<file path="config.mk">
export PLATFORM = sky130hd
export DESIGN_NAME = pmc_regs
export DESIGN_NICKNAME = d
export VERILOG_FILES = /design/src/hw/pmc_pkg.sv /design/src/hw/pmc_regs.sv /design/src/hw/pmc_sync3.sv
export SDC_FILE = /design/constraint.sdc
export NUM_CORES = 1
export LEC_CHECK = 0
export BUFFER_PORTS_ARGS = -buffer_cell sky130_fd_sc_hd__buf_2
export CELL_PAD_IN_SITES_DETAIL_PLACEMENT = 1
export CELL_PAD_IN_SITES_GLOBAL_PLACEMENT = 1
export CORE_UTILIZATION = 30
export DETAILED_ROUTE_END_ITERATION = 10
export PLACE_DENSITY_LB_ADDON = 0.1
export SLEW_MARGIN = 20
export SYNTH_ARGS = -nofsm -noshare
export SYNTH_HDL_FRONTEND = slang
export SYNTH_HIERARCHICAL = 1
export SYNTH_SLANG_ARGS = --single-unit
</file>
<file path="constraint.sdc">
create_clock -name clk_i -period 2.35 [get_ports clk_i]
set_clock_uncertainty 0.15 [all_clocks]
set_input_delay 0.1175 -clock clk_i [delete_from_list [all_inputs] [get_ports clk_i]]
set_output_delay 0.1175 -clock clk_i [all_outputs]
set_load 0.02 [all_outputs]
</file>
<file path="src/hw/pmc_pkg.sv">
// Constants for the port mode configuration register bank
package pmc_pkg;
   // Clock and blanking step timing
   localparam int CLK_HZ = 50_000_000;
   localparam int BLANK_STEP_US = 100;
   localparam int BLANK_STEP_CYCLES = (CLK_HZ / 1_000_000) * BLANK_STEP_US;
   // Bus geometry: word address is {logical device, register index}
   localparam int ADR_W = 18;
   localparam int DAT_W = 32;
   localparam logic [7:0] LDN_PARALLEL = 8'h03;
   localparam logic [7:0] LDN_SERIAL_ONE = 8'h04;
   localparam logic [7:0] LDN_SERIAL_TWO = 8'h05;
   localparam logic [7:0] IDX_MODE = 8'hf0;
   localparam logic [7:0] IDX_OPTION = 8'hf1;
   localparam logic [7:0] IDX_BLANK = 8'hf2;
   // Reset values
   localparam logic [7:0] PAR_MODE_RST = 8'h3c;
   localparam logic [7:0] FLOPPY_ROUTE_RST = 8'h00;
   localparam logic [7:0] SER_MODE_RST = 8'h00;
   localparam logic [7:0] IR_OPT_RST = 8'h02;
   localparam logic [7:0] IR_BLANK_RST = 8'h03;
   // Parallel mode field layout
   localparam int PM_MODE_LSB = 0;
   localparam int PM_THR_LSB = 3;
   localparam int PM_IRQ_TYPE_BIT = 7;
   localparam logic [2:0] PM_PRINTER = 3'h4;
   localparam logic [2:0] PM_SPP = 3'h0;
   localparam logic [2:0] PM_EPP19 = 3'h1;
   localparam logic [2:0] PM_EPP17 = 3'h5;
   localparam logic [2:0] PM_ECP = 3'h2;
   localparam logic [2:0] PM_ECP_EPP19 = 3'h3;
   localparam logic [2:0] PM_ECP_EPP17 = 3'h7;
   // Extended control modes of the ECP engine
   localparam logic [2:0] ECR_PRINTER = 3'h0;
   localparam logic [2:0] ECR_SPP = 3'h1;
   localparam logic [2:0] ECR_FIFO = 3'h2;
   localparam logic [2:0] ECR_ECP = 3'h3;
   localparam logic [2:0] ECR_EPP = 3'h4;
   localparam logic [2:0] ECR_TEST = 3'h6;
   // Floppy routing codes
   localparam logic [1:0] FR_SPLIT = 2'h1;
   localparam logic [1:0] FR_BOTH = 2'h2;
   // Serial mode bits
   localparam int SM_MIDI_BIT = 0;
   localparam int SM_HS_BIT = 1;
   localparam int SM_SHARE_BIT = 7;
   // Infrared option layout
   localparam int IR_RXPOL_BIT = 0;
   localparam int IR_TXPOL_BIT = 1;
   localparam int IR_HALF_BIT = 2;
   localparam int IR_PROTO_LSB = 3;
   localparam int IR_ALT_BIT = 6;
   localparam logic [2:0] IR_PROTO_COM = 3'h0;
   // Writable bit masks; reserved bits read zero
   localparam logic [7:0] FLOPPY_ROUTE_MASK = 8'h03;
   localparam logic [7:0] SER_ONE_MASK = 8'h83;
   localparam logic [7:0] SER_TWO_MASK = 8'h03;
   localparam logic [7:0] IR_OPT_MASK = 8'h7f;
endpackage

</file>
<file path="src/hw/pmc_regs.sv">
// Port mode configuration registers and the pin logic they steer
`timescale 1ns/100ps
`default_nettype none
module pmc_regs #(
   parameter int STEP_CYCLES = pmc_pkg::BLANK_STEP_CYCLES
) (
   input wire logic clk_i,
   input wire logic rst_i,
   // Wishbone classic slave
   input wire logic cyc_i,
   input wire logic stb_i,
   input wire logic we_i,
   input wire logic [pmc_pkg::ADR_W-1:0] adr_i,
   input wire logic [3:0] sel_i,
   input wire logic [pmc_pkg::DAT_W-1:0] dat_i,
   output logic [pmc_pkg::DAT_W-1:0] dat_o,
   output logic ack_o,
   // Hard reset from the host bus, pin
   input wire logic host_bus_reset_n_i,
   // Parallel port
   input wire logic printer_acknowledge_n_i,
   input wire logic pp_irq_req_i,
   input wire logic [2:0] ecr_mode_i,
   output logic [2:0] pp_mode_o,
   output logic [3:0] ecp_fifo_threshold_o,
   output logic pp_irq_o,
   output logic pp_irq_oe_o,
   output logic floppy_on_printer_pins_select_o,
   output logic split_drive_routing_o,
   output logic both_drives_on_printer_pins_o,
   // Serial ports
   input wire logic uart1_irq_i,
   input wire logic uart2_irq_i,
   output logic uart1_irq_o,
   output logic uart2_irq_o,
   output logic uart1_midi_o,
   output logic uart1_high_speed_o,
   output logic uart2_midi_o,
   output logic uart2_high_speed_o,
   // Infrared
   input wire logic ir_tx_data_i,
   input wire logic ir_tx_active_i,
   output logic ir_rx_data_o,
   output logic [2:0] ir_protocol_o,
   output logic ir_half_duplex_o,
   input wire logic uart_two_receive_pin_i,
   input wire logic alt_infrared_receive_pin_i,
   output logic uart_two_transmit_pin_o,
   output logic alt_infrared_transmit_pin_o
);
   import pmc_pkg::*;

   localparam int CNT_W = $clog2(STEP_CYCLES + 1);
   localparam logic [CNT_W-1:0] STEP_LAST = CNT_W'(STEP_CYCLES - 1);

   // Synchronised pins
   logic host_rst_n_s;
   logic ack_n_s;
   logic rxd_s;
   logic alt_rx_s;

   pmc_sync3 #(.RST_VAL(1'b1)) u_sync_hrst (
      .clk_i(clk_i), .rst_i(rst_i), .async_i(host_bus_reset_n_i), .sync_o(host_rst_n_s));
   pmc_sync3 #(.RST_VAL(1'b1)) u_sync_ack (
      .clk_i(clk_i), .rst_i(rst_i), .async_i(printer_acknowledge_n_i), .sync_o(ack_n_s));
   pmc_sync3 #(.RST_VAL(1'b1)) u_sync_rxd (
      .clk_i(clk_i), .rst_i(rst_i), .async_i(uart_two_receive_pin_i), .sync_o(rxd_s));
   pmc_sync3 #(.RST_VAL(1'b0)) u_sync_alt (
      .clk_i(clk_i), .rst_i(rst_i), .async_i(alt_infrared_receive_pin_i), .sync_o(alt_rx_s));

   // Hard reset: power-on via rst_i or host bus reset; there is no soft reset path at all
   wire hard_rst = rst_i | ~host_rst_n_s;

   // Register storage
   logic [7:0] par_mode_reg;
   logic [7:0] floppy_route_reg;
   logic [7:0] ser_one_reg;
   logic [7:0] ser_two_reg;
   logic [7:0] ir_opt_reg;
   logic [7:0] ir_blank_reg;
   logic ack_reg;
   logic [DAT_W-1:0] dat_reg;

   // Address decode
   wire [7:0] ldn = adr_i[17:10];
   wire [7:0] idx = adr_i[9:2];
   wire req = cyc_i & stb_i & ~ack_reg;
   wire wr = cyc_i & stb_i & ack_reg & we_i & sel_i[0];
   wire hit_par_mode = (ldn == LDN_PARALLEL) && (idx == IDX_MODE);
   wire hit_floppy = (ldn == LDN_PARALLEL) && (idx == IDX_OPTION);
   wire hit_ser_one = (ldn == LDN_SERIAL_ONE) && (idx == IDX_MODE);
   wire hit_ser_two = (ldn == LDN_SERIAL_TWO) && (idx == IDX_MODE);
   wire hit_ir_opt = (ldn == LDN_SERIAL_TWO) && (idx == IDX_OPTION);
   wire hit_ir_blank = (ldn == LDN_SERIAL_TWO) && (idx == IDX_BLANK);
   wire [7:0] wbyte = dat_i[7:0];

   // Read mux; unmapped addresses read zero
   wire [7:0] rd_byte = hit_par_mode ? par_mode_reg :
                        hit_floppy ? floppy_route_reg :
                        hit_ser_one ? ser_one_reg :
                        hit_ser_two ? ser_two_reg :
                        hit_ir_opt ? ir_opt_reg :
                        hit_ir_blank ? ir_blank_reg : 8'h00;

   // Bus answer one cycle after the request, every address acknowledged
   always_ff @(posedge clk_i) begin
      if (rst_i) begin
         ack_reg <= 1'b0;
         dat_reg <= '0;
      end else begin
         ack_reg <= req;
         dat_reg <= req ? {24'h000000, rd_byte} : '0;
      end
   end

   always_ff @(posedge clk_i) begin
      if (hard_rst) begin
         par_mode_reg <= PAR_MODE_RST;
         floppy_route_reg <= FLOPPY_ROUTE_RST;
         ser_one_reg <= SER_MODE_RST;
      end else begin
         if (wr && hit_par_mode) begin
            par_mode_reg <= wbyte;
         end
         if (wr && hit_floppy) begin
            floppy_route_reg <= wbyte & FLOPPY_ROUTE_MASK;
         end
         if (wr && hit_ser_one) begin
            ser_one_reg <= wbyte & SER_ONE_MASK;
         end
      end
   end

   // second serial port cleared by host bus reset
   always_ff @(posedge clk_i) begin
      if (hard_rst) begin
         ser_two_reg <= SER_MODE_RST;
         ir_opt_reg <= IR_OPT_RST;
         ir_blank_reg <= IR_BLANK_RST;
      end else begin
         if (wr && hit_ser_two) begin
            ser_two_reg <= wbyte & SER_TWO_MASK;
         end
         if (wr && hit_ir_opt) begin
            ir_opt_reg <= wbyte & IR_OPT_MASK;
         end
         if (wr && hit_ir_blank) begin
            ir_blank_reg <= wbyte;
         end
      end
   end

   // Parallel mode decode
   wire [2:0] pmode = par_mode_reg[PM_MODE_LSB +: 3];
   wire pulsed_type = par_mode_reg[PM_IRQ_TYPE_BIT];
   wire ecp_family = (pmode == PM_ECP) || (pmode == PM_ECP_EPP19) || (pmode == PM_ECP_EPP17);
   wire basic_mode = (pmode == PM_PRINTER) || (pmode == PM_SPP);
   // level interrupt in FIFO, ECP and TEST engine modes
   wire level_irq = ecp_family &&
                    ((ecr_mode_i == ECR_FIFO) || (ecr_mode_i == ECR_ECP) || (ecr_mode_i == ECR_TEST));
   // type bit has no say in printer or SPP
   wire use_pulse = pulsed_type && !basic_mode && !level_irq;

   logic req_d_reg;
   logic pp_irq_reg;
   logic pp_irq_oe_reg;
   wire req_rise = pp_irq_req_i & ~req_d_reg;

   // following the request when level, pulsed low then released, or following acknowledge
   always_ff @(posedge clk_i) begin
      if (rst_i) begin
         req_d_reg <= 1'b0;
         pp_irq_reg <= 1'b1;
         pp_irq_oe_reg <= 1'b0;
      end else begin
         req_d_reg <= pp_irq_req_i;
         if (level_irq) begin
            pp_irq_reg <= pp_irq_req_i;
            pp_irq_oe_reg <= 1'b1;
         end else if (use_pulse) begin
            pp_irq_reg <= ~req_rise;
            pp_irq_oe_reg <= req_rise;
         end else begin
            pp_irq_reg <= ack_n_s;
            pp_irq_oe_reg <= 1'b1;
         end
      end
   end

   wire [1:0] froute = floppy_route_reg[1:0];
   logic split_reg;
   logic both_reg;
   always_ff @(posedge clk_i) begin
      if (rst_i) begin
         split_reg <= 1'b0;
         both_reg <= 1'b0;
      end else begin
         split_reg <= (froute == FR_SPLIT);
         both_reg <= (froute == FR_BOTH);
      end
   end

   // with the share bit set, both lines assert when either UART requests
   wire share = ser_one_reg[SM_SHARE_BIT];
   logic u1_irq_reg;
   logic u2_irq_reg;
   always_ff @(posedge clk_i) begin
      if (rst_i) begin
         u1_irq_reg <= 1'b0;
         u2_irq_reg <= 1'b0;
      end else begin
         u1_irq_reg <= uart1_irq_i | (share & uart2_irq_i);
         u2_irq_reg <= uart2_irq_i | (share & uart1_irq_i);
      end
   end

   // Infrared option decode
   wire rx_pol = ir_opt_reg[IR_RXPOL_BIT];
   wire tx_pol = ir_opt_reg[IR_TXPOL_BIT];
   wire half = ir_opt_reg[IR_HALF_BIT];
   wire [2:0] proto = ir_opt_reg[IR_PROTO_LSB +: 3];
   wire alt_pins = ir_opt_reg[IR_ALT_BIT];
   wire ir_on = (proto != IR_PROTO_COM);

   // blanking timer: whole steps left and cycles within the current step
   logic [7:0] steps_reg;
   logic [CNT_W-1:0] tick_reg;
   logic tx_d_reg;
   wire tx_end = tx_d_reg & ~ir_tx_active_i;
   wire blanking = half & ir_on & (ir_tx_active_i | tx_end | (steps_reg != 8'h00));

   // each step lasts 100 us; zero blanks during transmit and the one cycle after it
   // timer also cleared by host bus reset
   always_ff @(posedge clk_i) begin
      if (hard_rst) begin
         steps_reg <= 8'h00;
         tick_reg <= '0;
         tx_d_reg <= 1'b0;
      end else begin
         tx_d_reg <= ir_tx_active_i;
         if (ir_tx_active_i || tx_end) begin
            steps_reg <= ir_tx_active_i ? 8'h00 : ir_blank_reg;
            tick_reg <= '0;
         end else if (steps_reg != 8'h00) begin
            tick_reg <= (tick_reg == STEP_LAST) ? '0 : tick_reg + 1'b1;
            if (tick_reg == STEP_LAST) begin
               steps_reg <= steps_reg - 8'h01;
            end
         end
      end
   end

   // receive polarity applied in infrared protocols
   wire rx_pin = alt_pins ? alt_rx_s : rxd_s;
   wire rx_logical = ir_on ? (rx_pin ^ rx_pol) : rx_pin;
   // Value when blanked is 0, since blanking needs ir_on; the UART sees that low line level as a start bit
   wire rx_idle = ~ir_on;
   // transmit polarity inverts the driven line in infrared protocols only
   wire tx_line = ir_on ? (ir_tx_data_i ^ tx_pol) : ir_tx_data_i;
   wire tx_idle = ir_on ? tx_pol : 1'b1;

   logic rx_out_reg;
   logic txd_reg;
   logic alt_tx_reg;
   always_ff @(posedge clk_i) begin
      if (hard_rst) begin
         rx_out_reg <= 1'b1;
         txd_reg <= 1'b1;
         alt_tx_reg <= IR_OPT_RST[IR_TXPOL_BIT];
      end else begin
         rx_out_reg <= blanking ? rx_idle : rx_logical;
         txd_reg <= (alt_pins && ir_on) ? 1'b1 : tx_line;
         alt_tx_reg <= (alt_pins && ir_on) ? tx_line : tx_idle;
      end
   end

   // Output wiring, all from flip-flops; floppy_on_printer_pins_select_o is the OR of split_reg and both_reg
   assign dat_o = dat_reg;
   assign ack_o = ack_reg;
   assign pp_mode_o = par_mode_reg[PM_MODE_LSB +: 3];
   assign ecp_fifo_threshold_o = par_mode_reg[PM_THR_LSB +: 4];
   assign pp_irq_o = pp_irq_reg;
   assign pp_irq_oe_o = pp_irq_oe_reg;
   assign floppy_on_printer_pins_select_o = split_reg | both_reg;
   assign split_drive_routing_o = split_reg;
   assign both_drives_on_printer_pins_o = both_reg;
   assign uart1_irq_o = u1_irq_reg;
   assign uart2_irq_o = u2_irq_reg;
   assign uart1_midi_o = ser_one_reg[SM_MIDI_BIT];
   assign uart2_midi_o = ser_two_reg[SM_MIDI_BIT];
   assign uart1_high_speed_o = ser_one_reg[SM_HS_BIT];
   assign uart2_high_speed_o = ser_two_reg[SM_HS_BIT];
   assign ir_protocol_o = ir_opt_reg[IR_PROTO_LSB +: 3];
   assign ir_half_duplex_o = ir_opt_reg[IR_HALF_BIT];
   assign ir_rx_data_o = rx_out_reg;
   assign uart_two_transmit_pin_o = txd_reg;
   assign alt_infrared_transmit_pin_o = alt_tx_reg;
endmodule
`default_nettype wire

</file>
<file path="src/hw/pmc_sync3.sv">
// Three-stage input synchroniser with agreement filter
`timescale 1ns/100ps
`default_nettype none
module pmc_sync3 #(
   parameter logic RST_VAL = 1'b0
) (
   input wire logic clk_i,
   input wire logic rst_i,
   input wire logic async_i,
   output logic sync_o
);
   logic s1_reg;
   logic s2_reg;
   logic s3_reg;
   logic out_reg;

   // First stage feeds only the second; output moves once stages two and three agree
   always_ff @(posedge clk_i) begin
      if (rst_i) begin
         s1_reg <= RST_VAL;
         s2_reg <= RST_VAL;
         s3_reg <= RST_VAL;
         out_reg <= RST_VAL;
      end else begin
         s1_reg <= async_i;
         s2_reg <= s1_reg;
         s3_reg <= s2_reg;
         if (s2_reg == s3_reg) begin
            out_reg <= s3_reg;
         end
      end
   end

   assign sync_o = out_reg;
endmodule
`default_nettype wire

</file>
Word-level counts from Yosys, hierarchy flattened

Cells that the tools add are included.

Add/sub/neg operators: 2
Multiply operators: 0
Div/mod/pow operators: 0
Magnitude comparators: 0
Eq/ne operators: 20
Shifts and indexed selects: 0
Mux-type cells: 21
Bitwise operators: 26
Reductions and logical operators: 33

Operators with widths:

| kind                                                                | count |
|---|---|
| 8-bit two-way mux                                                   | 10 |
| 8-bit == test (second input constant)                               | 3 |
| 8-bit by 3-bit == test with 1-bit output (second input constant)    | 2 |
| 1-bit logical AND                                                   | 16 |
| 13-bit by 1-bit adder with 13-bit output (second input constant)    | 1 |
| 13-bit == test (second input constant)                              | 1 |
| 13-bit two-way mux                                                  | 1 |
| 3-bit by 2-bit == test with 1-bit output (second input constant)    | 4 |
| 1-bit AND                                                           | 11 |
| 1-bit two-way mux                                                   | 10 |
| 3-bit == test (second input constant)                               | 3 |
| 8-bit by 2-bit == test with 1-bit output (second input constant)    | 1 |
| 8-bit nonzero test                                                  | 1 |
| 8-bit by 1-bit subtractor with 8-bit output (second input constant) | 1 |
| 1-bit NOT                                                           | 7 |
| 1-bit logical OR                                                    | 6 |
| 1-bit OR                                                            | 6 |
| 2-bit OR reduction                                                  | 3 |
| 1-bit == test                                                       | 4 |
| 2-bit nonzero test                                                  | 2 |
| 3-bit zero test                                                     | 1 |
| 3-bit nonzero test                                                  | 1 |
| 2-bit by 1-bit == test with 1-bit output (second input constant)    | 1 |
| 2-bit == test (second input constant)                               | 1 |
| other kinds (3)                                                     | 5 |

Register bits: 111
Bits in latches: 0
Memory bits (writable): 0
Bits in read-only memories: 0
Bits of input ports: 71
Output and inout port bits: 58
Word-level logic and storage cells: 140
Memories kept: 0

Longest topological paths before layout

Gate-level depths: netlist (run 1).

Depth after elaboration: 8
Depth in mapped cells: 7

By module

Netlist (run 1), hierarchy kept.

Modules (own cells, without submodules):

| module                      | times used | cells each | area each (um2) | seq. area each (um2) |
|---|---|---|---|---|
| pmc_regs                    | 1          | 392        | 3,611.0         | 1,421.4 |
| pmc_sync3 at u_sync_ack ... | 3          | 10         | 115.1           | 80.1 |
| pmc_sync3 at u_sync_alt     | 1          | 10         | 112.6           | 80.1 |

Worst setup path after synthesis (run 1)

No wires, ideal clock.

Path kind: register to register
Start point: reg tick_reg[6]
End point: reg steps_reg[7]
Library setup time: 0.127 ns
Arrival time: 1.573 ns
Setup slack: 0.500 ns
Stages on the path, launching flop included: 6
Period minus slack after synthesis: 1.850 ns
Cells stage by stage: dfxtp_1 or4b_4 nor3_4 nand2_2 o311ai_1 o21ai_1

Cells in the longest elaborated chain, start to end: 3

Ends and longest elaborated chain:

| item                                 | RTL line        | source |
|---|---|---|
| from (decl)                          | pmc_regs.sv:227 | `logic [CNT_W-1:0] tick_reg;` |
| from (signal assigned)               | pmc_regs.sv:245 | `tick_reg <= (tick_reg == STEP_LAST) ? '0 : tick_reg + 1'b1;` |
| 13-bit == test                       | pmc_regs.sv:246 | `if (tick_reg == STEP_LAST) begin` |
| 2-bit nonzero test (no source line)  | --              |  |
| 2-bit AND reduction (no source line) | --              |  |
| to (signal assigned)                 | pmc_regs.sv:242 | `steps_reg <= ir_tx_active_i ? 8'h00 : ir_blank_reg;` |
| to (signal assigned)                 | pmc_regs.sv:247 | `steps_reg <= steps_reg - 8'h01;` |
| to (decl)                            | pmc_regs.sv:226 | `logic [7:0] steps_reg;` |

Every way passes these cells.
A chain may end at the register's enable or synchronous reset.

Final worst setup path (run 1)

Start point: reg tick_reg[2]
End point: reg steps_reg[7]

Same word-level chain as after synthesis.

==> results.json, run 1 <==
{
  "fp.dieH_um": 118.5,
  "io_pins": 129,
  "clock_path_buffers": 2,
  "hold_path_depth": 2,
  "final_common_cell": "dfxtp_1",
  "slew_viol_final": 0,
  "synthToLayoutAreaGrowth_pct": 26.01,
  "fillCellCount": 1571,
  "core_area_um2": 13240,
  "worstPathArrival_ps": 2100,
  "max_slew.worst_pin.slew_ps": 621.9,
  "via_count": 3301,
  "startpoint_type": "flop",
  "drive_above_1_share": 0.2398,
  "largest_reg_flops": 13,
  "setup_viol": 0,
  "wl_per_cell_um": 15.19,
  "grt_max_degree": 24,
  "antenna_found_initial": 0,
  "netlist_area_um2": 4069,
  "regArea_um2": 1742,
  "fin_tns_setup_ps": 0,
  "cp_max_fo": 5,
  "grt_pass1_vias": 3455,
  "multi_input_area_um2": 2081,
  "async_flop_share": 0,
  "rsz0062_at_grt": "no",
  "synth_cell_types": 62,
  "cp-end-kind": "flop",
  "synth_top_area_frac": 0.4280,
  "placedCellCount": 676,
  "max-cap-violations": 0,
  "synth.area.mux_share": 0.08180,
  "io_buffers": 75,
  "antenna_left": 0,
  "worst-setup-path-type": "reg -> reg",
  "cts_tree": "done",
  "drt_iter0_drc": 134,
  "layout.cells.non_filler": 714,
  "drcViolationCount": 0,
  "clkLatencyLatePin_ps": 350,
  "grt_usage": 0.1651,
  "synthAdderAreaFrac": 0.009225,
  "clock-sinks": 87,
  "syn_area_per_cell_um2": 9.419,
  "synth-seq-cells": 87,
  "nets": 607,
  "layout_common_cells": "dfxtp_1 (87), buf_2 (75), nor2_1 (49)",
  "rr_worst_depth": 5,
  "post_cts_buffers": 0,
  "cts_max_level": 3,
  "synth-seq-area-share": 0.4280,
  "fin_crit_ps": 2024,
  "n_antenna_cell": 0,
  "max_freq_mhz": 494.1,
  "gp_congestion": 0.8115,
  "maxSlewHeadroom": 0.5848,
  "dp_hpwl_mm": 8.087,
  "cts_root_buf": "clkbuf_16",
  "finalHoldViolations": 0,
  "synth_area_leaders": "dfxtp_1 (43%), mux2i_1 (7.6%), buf_4 (6.6%)",
  "initial_core_util": 0.3073,
  "p_per_area_nw_per_um2": 681.7,
  "synth_top_family_by_area": "simple AND/OR/NAND/NOR gates",
  "syn-instance-count": 432,
  "synth_edf_count": 0,
  "yosysWarnings": 6,
  "die_area_um2": 14030,
  "fp.dieW_um": 118.5,
  "routed_wl_mm": 10.84,
  "cts.clk_slew.worst_paths_ps": 60,
  "synth_area_leader_cell": "dfxtp_1",
  "synth_xor_area_frac": 0.03875,
  "first_pass_iters": 4,
  "synthSimpleGateAreaFrac": 0.2651,
  "status": "finished, final reports clean",
  "post-route-period-util": 0.8613,
  "ir_drop_v": 0.0003359,
  "via_per_inst": 4.623,
  "hold_class": "in -> reg",
  "numCtsBuffers": 9,
  "rows": 42,
  "worstPathRequired_ps": 2430,
  "leakage_uw": 0.002279,
  "gr-total-overflow": 0,
  "synthFlopType": "dfxtp_1",
  "synth-compound-area-share": 0.09287,
  "grt_first_pass_wirelength_mm": 17.77
}
## cell type report
| class | count | area share |
|---|---|---|
| multi-input cells | 314 | 0.4058 |
| inverters | 8 | 0.005857 |
| well taps | 176 | 0.04295 |
| clock buffers | 11 | 0.04539 |
| flip-flops and latches | 87 | 0.3397 |
| clock inverters | 5 | 0.02074 |
| repair buffers | 113 | 0.1396 |
## Yosys cell counts (9+ instances only)
library cell / n
a21oi_1: 13
and2_1: 10
buf_4: 36
clkbuf_1: 9
dfxtp_1: 87
mux2i_1: 31
nand2_1: 33
nand3_1: 17
nand4_1: 9
nor2_1: 49
o21ai_0: 11
or2_1: 9
xor2_1: 11
## power by group
part           internal, uW  switching (uW)
Clock                  1040             600
Sequential             1500            25.3
Combinational           136             192
Total                  2680             817
## critical path: stages, from the launching register on
cell and delay [ps]:
dfxtp_1 430, or4b_4 500, nor3_4 300, nand2_2 140
o311ai_1 290, o21ai_1 100
## cells by family after synthesis
family                     after synthesis
DFF                                     87
buffers and inverters                   54
AOI/OAI and AO/OA                       54
xor gates and xnor gates                18
muxes                                   33
and+or+nand+nor                        182
other                                    1
adders and majority gates                3
## per-layer routing
layer  vias up  routed length (um)  GRT usage
li1       1660                   -          -
met2        65                5295     0.2801
met5         -                   0          0
met1      1567                4880     0.1996
met3         9                 536    0.05068
met4         0                 131    0.04984
## what timing repair did
item / CTS / global route
setup endpoints to repair: 0 / 5
hold endpoints to repair: 42 / 1
hold buffers: 22 / 1
resized for setup: 0 / 1
## final timing paths
| path | startpoint | to | slack, ps |
|---|---|---|---|
| worst max-delay path | tick_reg[2] | steps_reg[7] | 330 |
| worst min-delay path | rst_i | u_sync_alt/s2_reg | 7 |
| worst max register to register | tick_reg[2] | steps_reg[7] | 330 |
| worst min register to register | u_sync_rxd/s1_reg | u_sync_rxd/s2_reg | 260 |
## through the flow
step / setup WS (ps) / hold WS (ps) / cell area [um^2] / utilization / total power [uW]
4_1_cts: 44.88 / 1.300 / 5121 / 0.3867 / 3548
2_1_floorplan: 499.7 / 36.57 / 4155 / - / 1774
3_3_place_gp: 356.5 / 148.9 / 4562 / 0.3445 / 1857
6_report: 326.0 / 6.584 / 5127 / 0.3872 / 3495
3_5_place_dp: 321.7 / 151.1 / 4562 / 0.3445 / 1861
5_1_grt: 233.0 / 16.01 / 5127 / 0.3872 / 3652
Note: power is estimated with default switching activity, not from simulation.
==> run 2, diff against run 1 <==
SYNTH_HIERARCHICAL = default   (was 1)
==> run 2 against run 1 <==
  * Register-to-register slack got worse by 120 ps
  * Highest routed layer unchanged
  * Critical path type is now in -> reg
  * Largest cell class unchanged
  * Critical endpoint is now dat_o[0]
  * Utilization grew 0.058 points
  * Critical path depth rose by 3
==> results.json, run 2 <==
{
  "p_sw_uw": 765.5,
  "synthTopCellsByCount": "dfxtp_1 (87), nor2_1 (58), nand2_1 (39), buf_4 (34), mux2i_1 (27)",
  "rsz0062_at_grt": "no",
  "grt_pass1_vias": 3337,
  "fin_tns_setup_ps": 0,
  "layout_common_cells": "dfxtp_1 (87), buf_2 (75), nor2_1 (58)",
  "hold_class": "in -> reg",
  "slowest_delay_ps": 580,
  "max_freq_mhz": 436.3,
  "max-cap-violations": 0,
  "yosysWarnings": 0,
  "rows": 41,
  "drt_iter0_drc": 187,
  "leakage_uw": 0.001980,
  "post-place-ws_ps": 219.7,
  "cp_num_buf_inv": 3,
  "core_area_um2": 12620,
  "synth_edf_count": 0,
  "netlist_area_um2": 3879,
  "cp_slowest_cell": "dlygate4sd3_1",
  "antenna_found_initial": 0,
  "p_int_uw": 2661,
  "async_flop_share": 0,
  "via_per_inst": 4.781,
  "status": "finished, final reports clean",
  "nets": 606,
  "synth_top_area_frac": 0.4490,
  "n_antenna_cell": 0,
  "drive_above_1_share": 0.2272,
  "routed_wl_mm": 10.44,
  "grt_max_degree": 25,
  "crit_chain": "dlygate4sd3_1, buf_2, or3_4, a2111oi_1, nor4_1, dlygate4sd3_1, nand4_1, o21ai_0",
  "fin_crit_ps": 2292,
  "synth_cell_types": 49,
  "clkLatencyLatePin_ps": 350,
  "cp_max_fo": 4,
  "p_per_area_nw_per_um2": 700.3,
  "synthToLayoutAreaGrowth_pct": 26.16,
  "synthFlopType": "dfxtp_1",
  "initial_core_util": 0.3074,
  "synth-seq-area-share": 0.4490,
  "p_comb_frac": 0.084,
  "cp-end-kind": "flop",
  "antenna_left": 0,
  "seqPwrFrac": 0.443,
  "setup_ws_ps": 57.82,
  "fp.dieH_um": 115.7,
  "synth.most_common_cell": "dfxtp_1",
  "via_count": 3390,
  "io_pins": 129,
  "ir_drop_v": 0.0003057,
  "final_common_cell": "dfxtp_1",
  "largest_reg_flops": 13,
  "switching_share": 0.2234,
  "first_pass_iters": 4,
  "io_buffers": 75,
  "clock-sinks": 87,
  "path_common_cell": "dlygate4sd3_1",
  "cts_max_level": 3,
  "post-route-period-util": 0.9754,
  "crit_family": "buffers and inverters",
  "grt_usage": 0.1660,
  "cp_num_cells": 8,
  "syn-instance-count": 436,
  "synth-seq-cells": 87,
  "syn_area_per_cell_um2": 8.896,
  "cts_root_buf": "clkbuf_16",
  "hold_ws_ps": 30.35,
  "fp.dieW_um": 115.7,
  "grt_first_pass_wirelength_mm": 16.73,
  "synth_area_leaders": "dfxtp_1 (45%), mux2i_1 (7.0%), buf_4 (6.6%)",
  "die_area_um2": 13390,
  "wl_per_cell_um": 14.72,
  "setup_viol": 0,
  "finalHoldViolations": 0,
  "rr_worst_depth": 6,
  "clkPwrFrac": 0.473,
  "gp_congestion": 0.8059,
  "synth_area_leader_cell": "dfxtp_1",
  "gr-total-overflow": 0,
  "power_uw": 3427,
  "hold_path_depth": 2,
  "finalCoreUtilization": 0.3878,
  "post_cts_buffers": 0,
  "startpoint_type": "input pin",
  "numCtsBuffers": 9,
  "dp_hpwl_mm": 7.783,
  "clock_path_buffers": 2,
  "worstPathArrival_ps": 2380,
  "slew_viol_final": 0,
  "drcViolationCount": 0,
  "worst-setup-path-type": "in -> reg",
  "worstPathRequired_ps": 2430,
  "cts.clk_slew.worst_paths_ps": 70,
  "cts_tree": "done"
}
[run 2: cell type report]
cell class,instances,area (um^2)
inverter,10,37.54
clock buffer,14,284.0
timing repair buffer,109,680.7
fill,1534,7726
tap,172,215.2
clock inverter,2,60.06
sequential,87,1742
multi-input combinational,315,1874
[run 2: per-stage QoR]
stage | instance area (um^2) | instances
final | 4893 | 709
after global routing | 4893 | 709
after CTS | 4892 | 709
after detailed placement | 4348 | 673
after global placement | 4348 | 673
after floorplan | 3965 | 459
[run 2: timing repair]
action | 4_1_cts | 5_1_grt
setup endpoints to repair | 0 | 1
resized for setup | 0 | 1
hold buffers | 20 | 0
endpoints found under the hold margin | 42 | 0
[run 2: per-layer routing]
layer,up-vias,routed length [um],global-route usage
met4,0,185,0.06154
met5,-,0,0
met1,1652,4788,0.2005
met2,69,5088,0.2786
li1,1655,-,-
met3,14,376,0.04969
[run 2: cell families after synthesis]
group / share of synthesized area
xor gates and xnor gates: 0.03387
AOI/OAI and AO/OA: 0.1103
DFF: 0.4490
adders and majority gates: 0.009678
muxes: 0.06968
buffers and inverters: 0.09032
other: 0.0009668
and+or+nand+nor: 0.2361
[run 2: worst register-to-register path: stages, from the launching register on]
cell and delay [ps]:
dfxtp_1 330, nor4_1 430, nand3_1 370, and3_1 380
nand3_1 130, xor2_1 160, nor2_1 60
[run 2: path summary, 6_finish.rpt]
| check | slack, ps | end | start |
|---|---|---|---|
| worst max-delay path | 60 | dat_o[0] | adr_i[14] |
| worst min-delay path | 30 | req_d_reg | rst_i |
| worst max register to register | 210 | tick_reg[8] | steps_reg[4] |
| worst min register to register | 260 | u_sync_hrst.s2_reg | u_sync_hrst.s1_reg |
[run 2: power by group through the flow]
stage | sequential [uW] | combinational [uW] | clock [uW]
finish | 1520 | 287 | 1620
global route | 1520 | 317 | 1750
CTS | 1520 | 289 | 1670
detailed placement | 1550 | 262 | 0
global placement | 1550 | 259 | 0
floorplan | 1550 | 194 | 0
==> run 3, diff against run 2 <==
ABC_AREA = 1   (was default)
CORE_UTILIZATION = 37   (was 30)
==> run 3 against run 2 <==
  * Cell area up 6.2%
  * Worst setup slack improved by 350 ps
  * Global-route usage up 3.5 points
  * Via count grew 16%
  * Critical path type is now reg -> reg
  * Critical endpoint is now steps_reg[3]
  * Largest power group is now sequential cells
==> results.json, run 3 <==
{
  "finalHoldViolations": 0,
  "gp_congestion": 0.7532,
  "placed_area_um2": 4710,
  "n_antenna_cell": 0,
  "io_pins": 129,
  "final_common_cell": "nand2_1",
  "p_per_area_nw_per_um2": 636.7,
  "fp.dieH_um": 110.4,
  "synth-seq-area-share": 0.4005,
  "fin_tns_setup_ps": 0,
  "worstPathRequired_ps": 2450,
  "synthFlopType": "dfxtp_1",
  "rr_worst_depth": 10,
  "cp_max_fo": 10,
  "setup_ws_ps": 412.1,
  "synthTopCellsByCount": "nand2_1 (100), dfxtp_1 (87), inv_1 (65), a21oi_1 (47), nor2_1 (43)",
  "hold_class": "in -> reg",
  "wl_per_cell_um": 14.18,
  "synth_area_leader_cell": "dfxtp_1",
  "grt_pass1_vias": 4048,
  "r2r-end": "steps_reg[3]",
  "worstPathArrival_ps": 2030,
  "drive_above_1_share": 0.2367,
  "cp-end-kind": "flop",
  "rrSetupSlack_ps": 410,
  "syn-instance-count": 582,
  "antenna_left": 0,
  "via_per_inst": 4.816,
  "layout_common_cells": "nand2_1 (100), dfxtp_1 (87), buf_2 (75)",
  "setup_viol": 0,
  "post_cts_buffers": 0,
  "max_freq_mhz": 516.0,
  "synth-seq-cells": 87,
  "via_count": 3944,
  "r2r-start": "tick_reg[0]",
  "gr-total-overflow": 0,
  "async_flop_share": 0,
  "synth_area_leaders": "dfxtp_1 (40%), nand2_1 (8.6%), buf_4 (5.9%)",
  "grt_first_pass_wirelength_mm": 19.45,
  "cts.clk_slew.worst_paths_ps": 60,
  "leakage_uw": 0.002326,
  "hold_path_depth": 4,
  "worst-setup-path-type": "reg -> reg",
  "syn_area_per_cell_um2": 7.473,
  "synth.most_common_cell": "nand2_1",
  "initial_core_util": 0.3809,
  "synthToLayoutAreaGrowth_pct": 19.51,
  "stdcell_area_um2": 5197,
  "fp.dieW_um": 110.4,
  "die_area_um2": 12190,
  "min_to": "pp_irq_oe_o",
  "ir_drop_v": 0.0004864,
  "slew_viol_final": 0,
  "fin_crit_ps": 1938,
  "synth_cell_types": 45,
  "core_area_um2": 11420,
  "max-cap-violations": 0,
  "drcViolationCount": 0,
  "cts_max_level": 3,
  "netlist_area_um2": 4349,
  "fillCellCount": 1475,
  "startpoint_type": "flop",
  "synth_edf_count": 0,
  "post-route-period-util": 0.8246,
  "nets": 746,
  "rsz0062_at_grt": "no",
  "rows": 39,
  "clkLatencyLatePin_ps": 350,
  "post-place-ws_ps": 422.8,
  "cts_tree": "done",
  "dp_hpwl_mm": 8.846,
  "worstHoldStart": "ecr_mode_i[0]",
  "first_pass_iters": 4,
  "io_buffers": 75,
  "synth_top_area_frac": 0.4005,
  "largest_reg_flops": 13,
  "cts_root_buf": "clkbuf_16",
  "status": "finished, final reports clean",
  "grt_max_degree": 29,
  "clock-sinks": 87,
  "antenna_found_initial": 0,
  "grt_usage": 0.2011,
  "clock_path_buffers": 2,
  "numCtsBuffers": 9,
  "routed_wl_mm": 11.62,
  "yosysWarnings": 0,
  "drt_iter0_drc": 103
}
[run 3: area by class of cell]
cell class	count	area, um^2	area share
Multi-Input combinational cell	396	2074	0.3991
Tap cell	143	178.9	0.03442
Timing Repair Buffer	102	628.1	0.1208
Sequential cell	87	1742	0.3351
Clock inverter	6	62.56	0.01204
Clock buffer	9	225.2	0.04333
Inverter	76	286.5	0.05513
[run 3: worst max path at each step]
stage	start	endpoint	slack, ps	cells after the start
after floorplan	tick_reg[0]	steps_reg[3]	740	10
after global placement	tick_reg[0]	steps_reg[3]	470	10
after detailed placement	tick_reg[0]	steps_reg[3]	420	10
after CTS	tick_reg[0]	steps_reg[3]	400	10
after global routing	tick_reg[0]	steps_reg[3]	200	10
final	tick_reg[0]	steps_reg[3]	410	10
[run 3: cell families (layout without fill, tap and decap cells)]
| group | after synthesis | count (layout) | share of synthesized area |
|---|---|---|---|
| AO/OA/AOI/OAI | 108 | 108 | 0.1378 |
| XOR/XNOR | 4 | 4 | 0.008057 |
| adder cells (fa/ha/maj) | 3 | 3 | 0.008632 |
| buffers and inverters | 122 | 193 | 0.1424 |
| flip-flops | 87 | 87 | 0.4005 |
| other | 1 | 24 | 0.0008622 |
| AND/OR/NAND/NOR | 257 | 257 | 0.3018 |
[run 3: repair_timing]
action                                 in CTS  in global routing
hold buffers                               20                  0
endpoints found under the hold margin      32                  0
resized for setup                           0                  0
[run 3: metrics by stage]
stage | util | hold WS [ps] | instances | power [uW]
floorplan | - | 71.31 | 605 | 1822
global placement | 0.4124 | 149.0 | 784 | 1895
detailed placement | 0.4124 | 153.1 | 784 | 1907
CTS | 0.4552 | 15.46 | 819 | 3363
global route | 0.4552 | 55.92 | 819 | 3453
finish | 0.4552 | 26.29 | 819 | 3309
[run 3: per-layer routing]
| metal | GRT usage | routed length, um | up-vias |
|---|---|---|---|
| met4 | 0.08267 | 218 | 0 |
| met3 | 0.05379 | 490 | 13 |
| met2 | 0.3520 | 5711 | 73 |
| met5 | 0 | 0 | - |
| li1 | - | - | 2003 |
| met1 | 0.2305 | 5196 | 1855 |
[run 3: critical path, stage by stage (launching register included)]
cell     delay [ps]
dfxtp_1         400
ha_1            300
nand3_1         100
nor2_1          160
nand3_2         170
nand2_1         150
nand2_4         110
nand2_4         120
nand2_1          70
nand2_1          60
inv_1            30
[run 3: where the power goes]
part	internal, uW	switching [uW]
clock network	813	599
registers	1510	21.8
logic	126	242
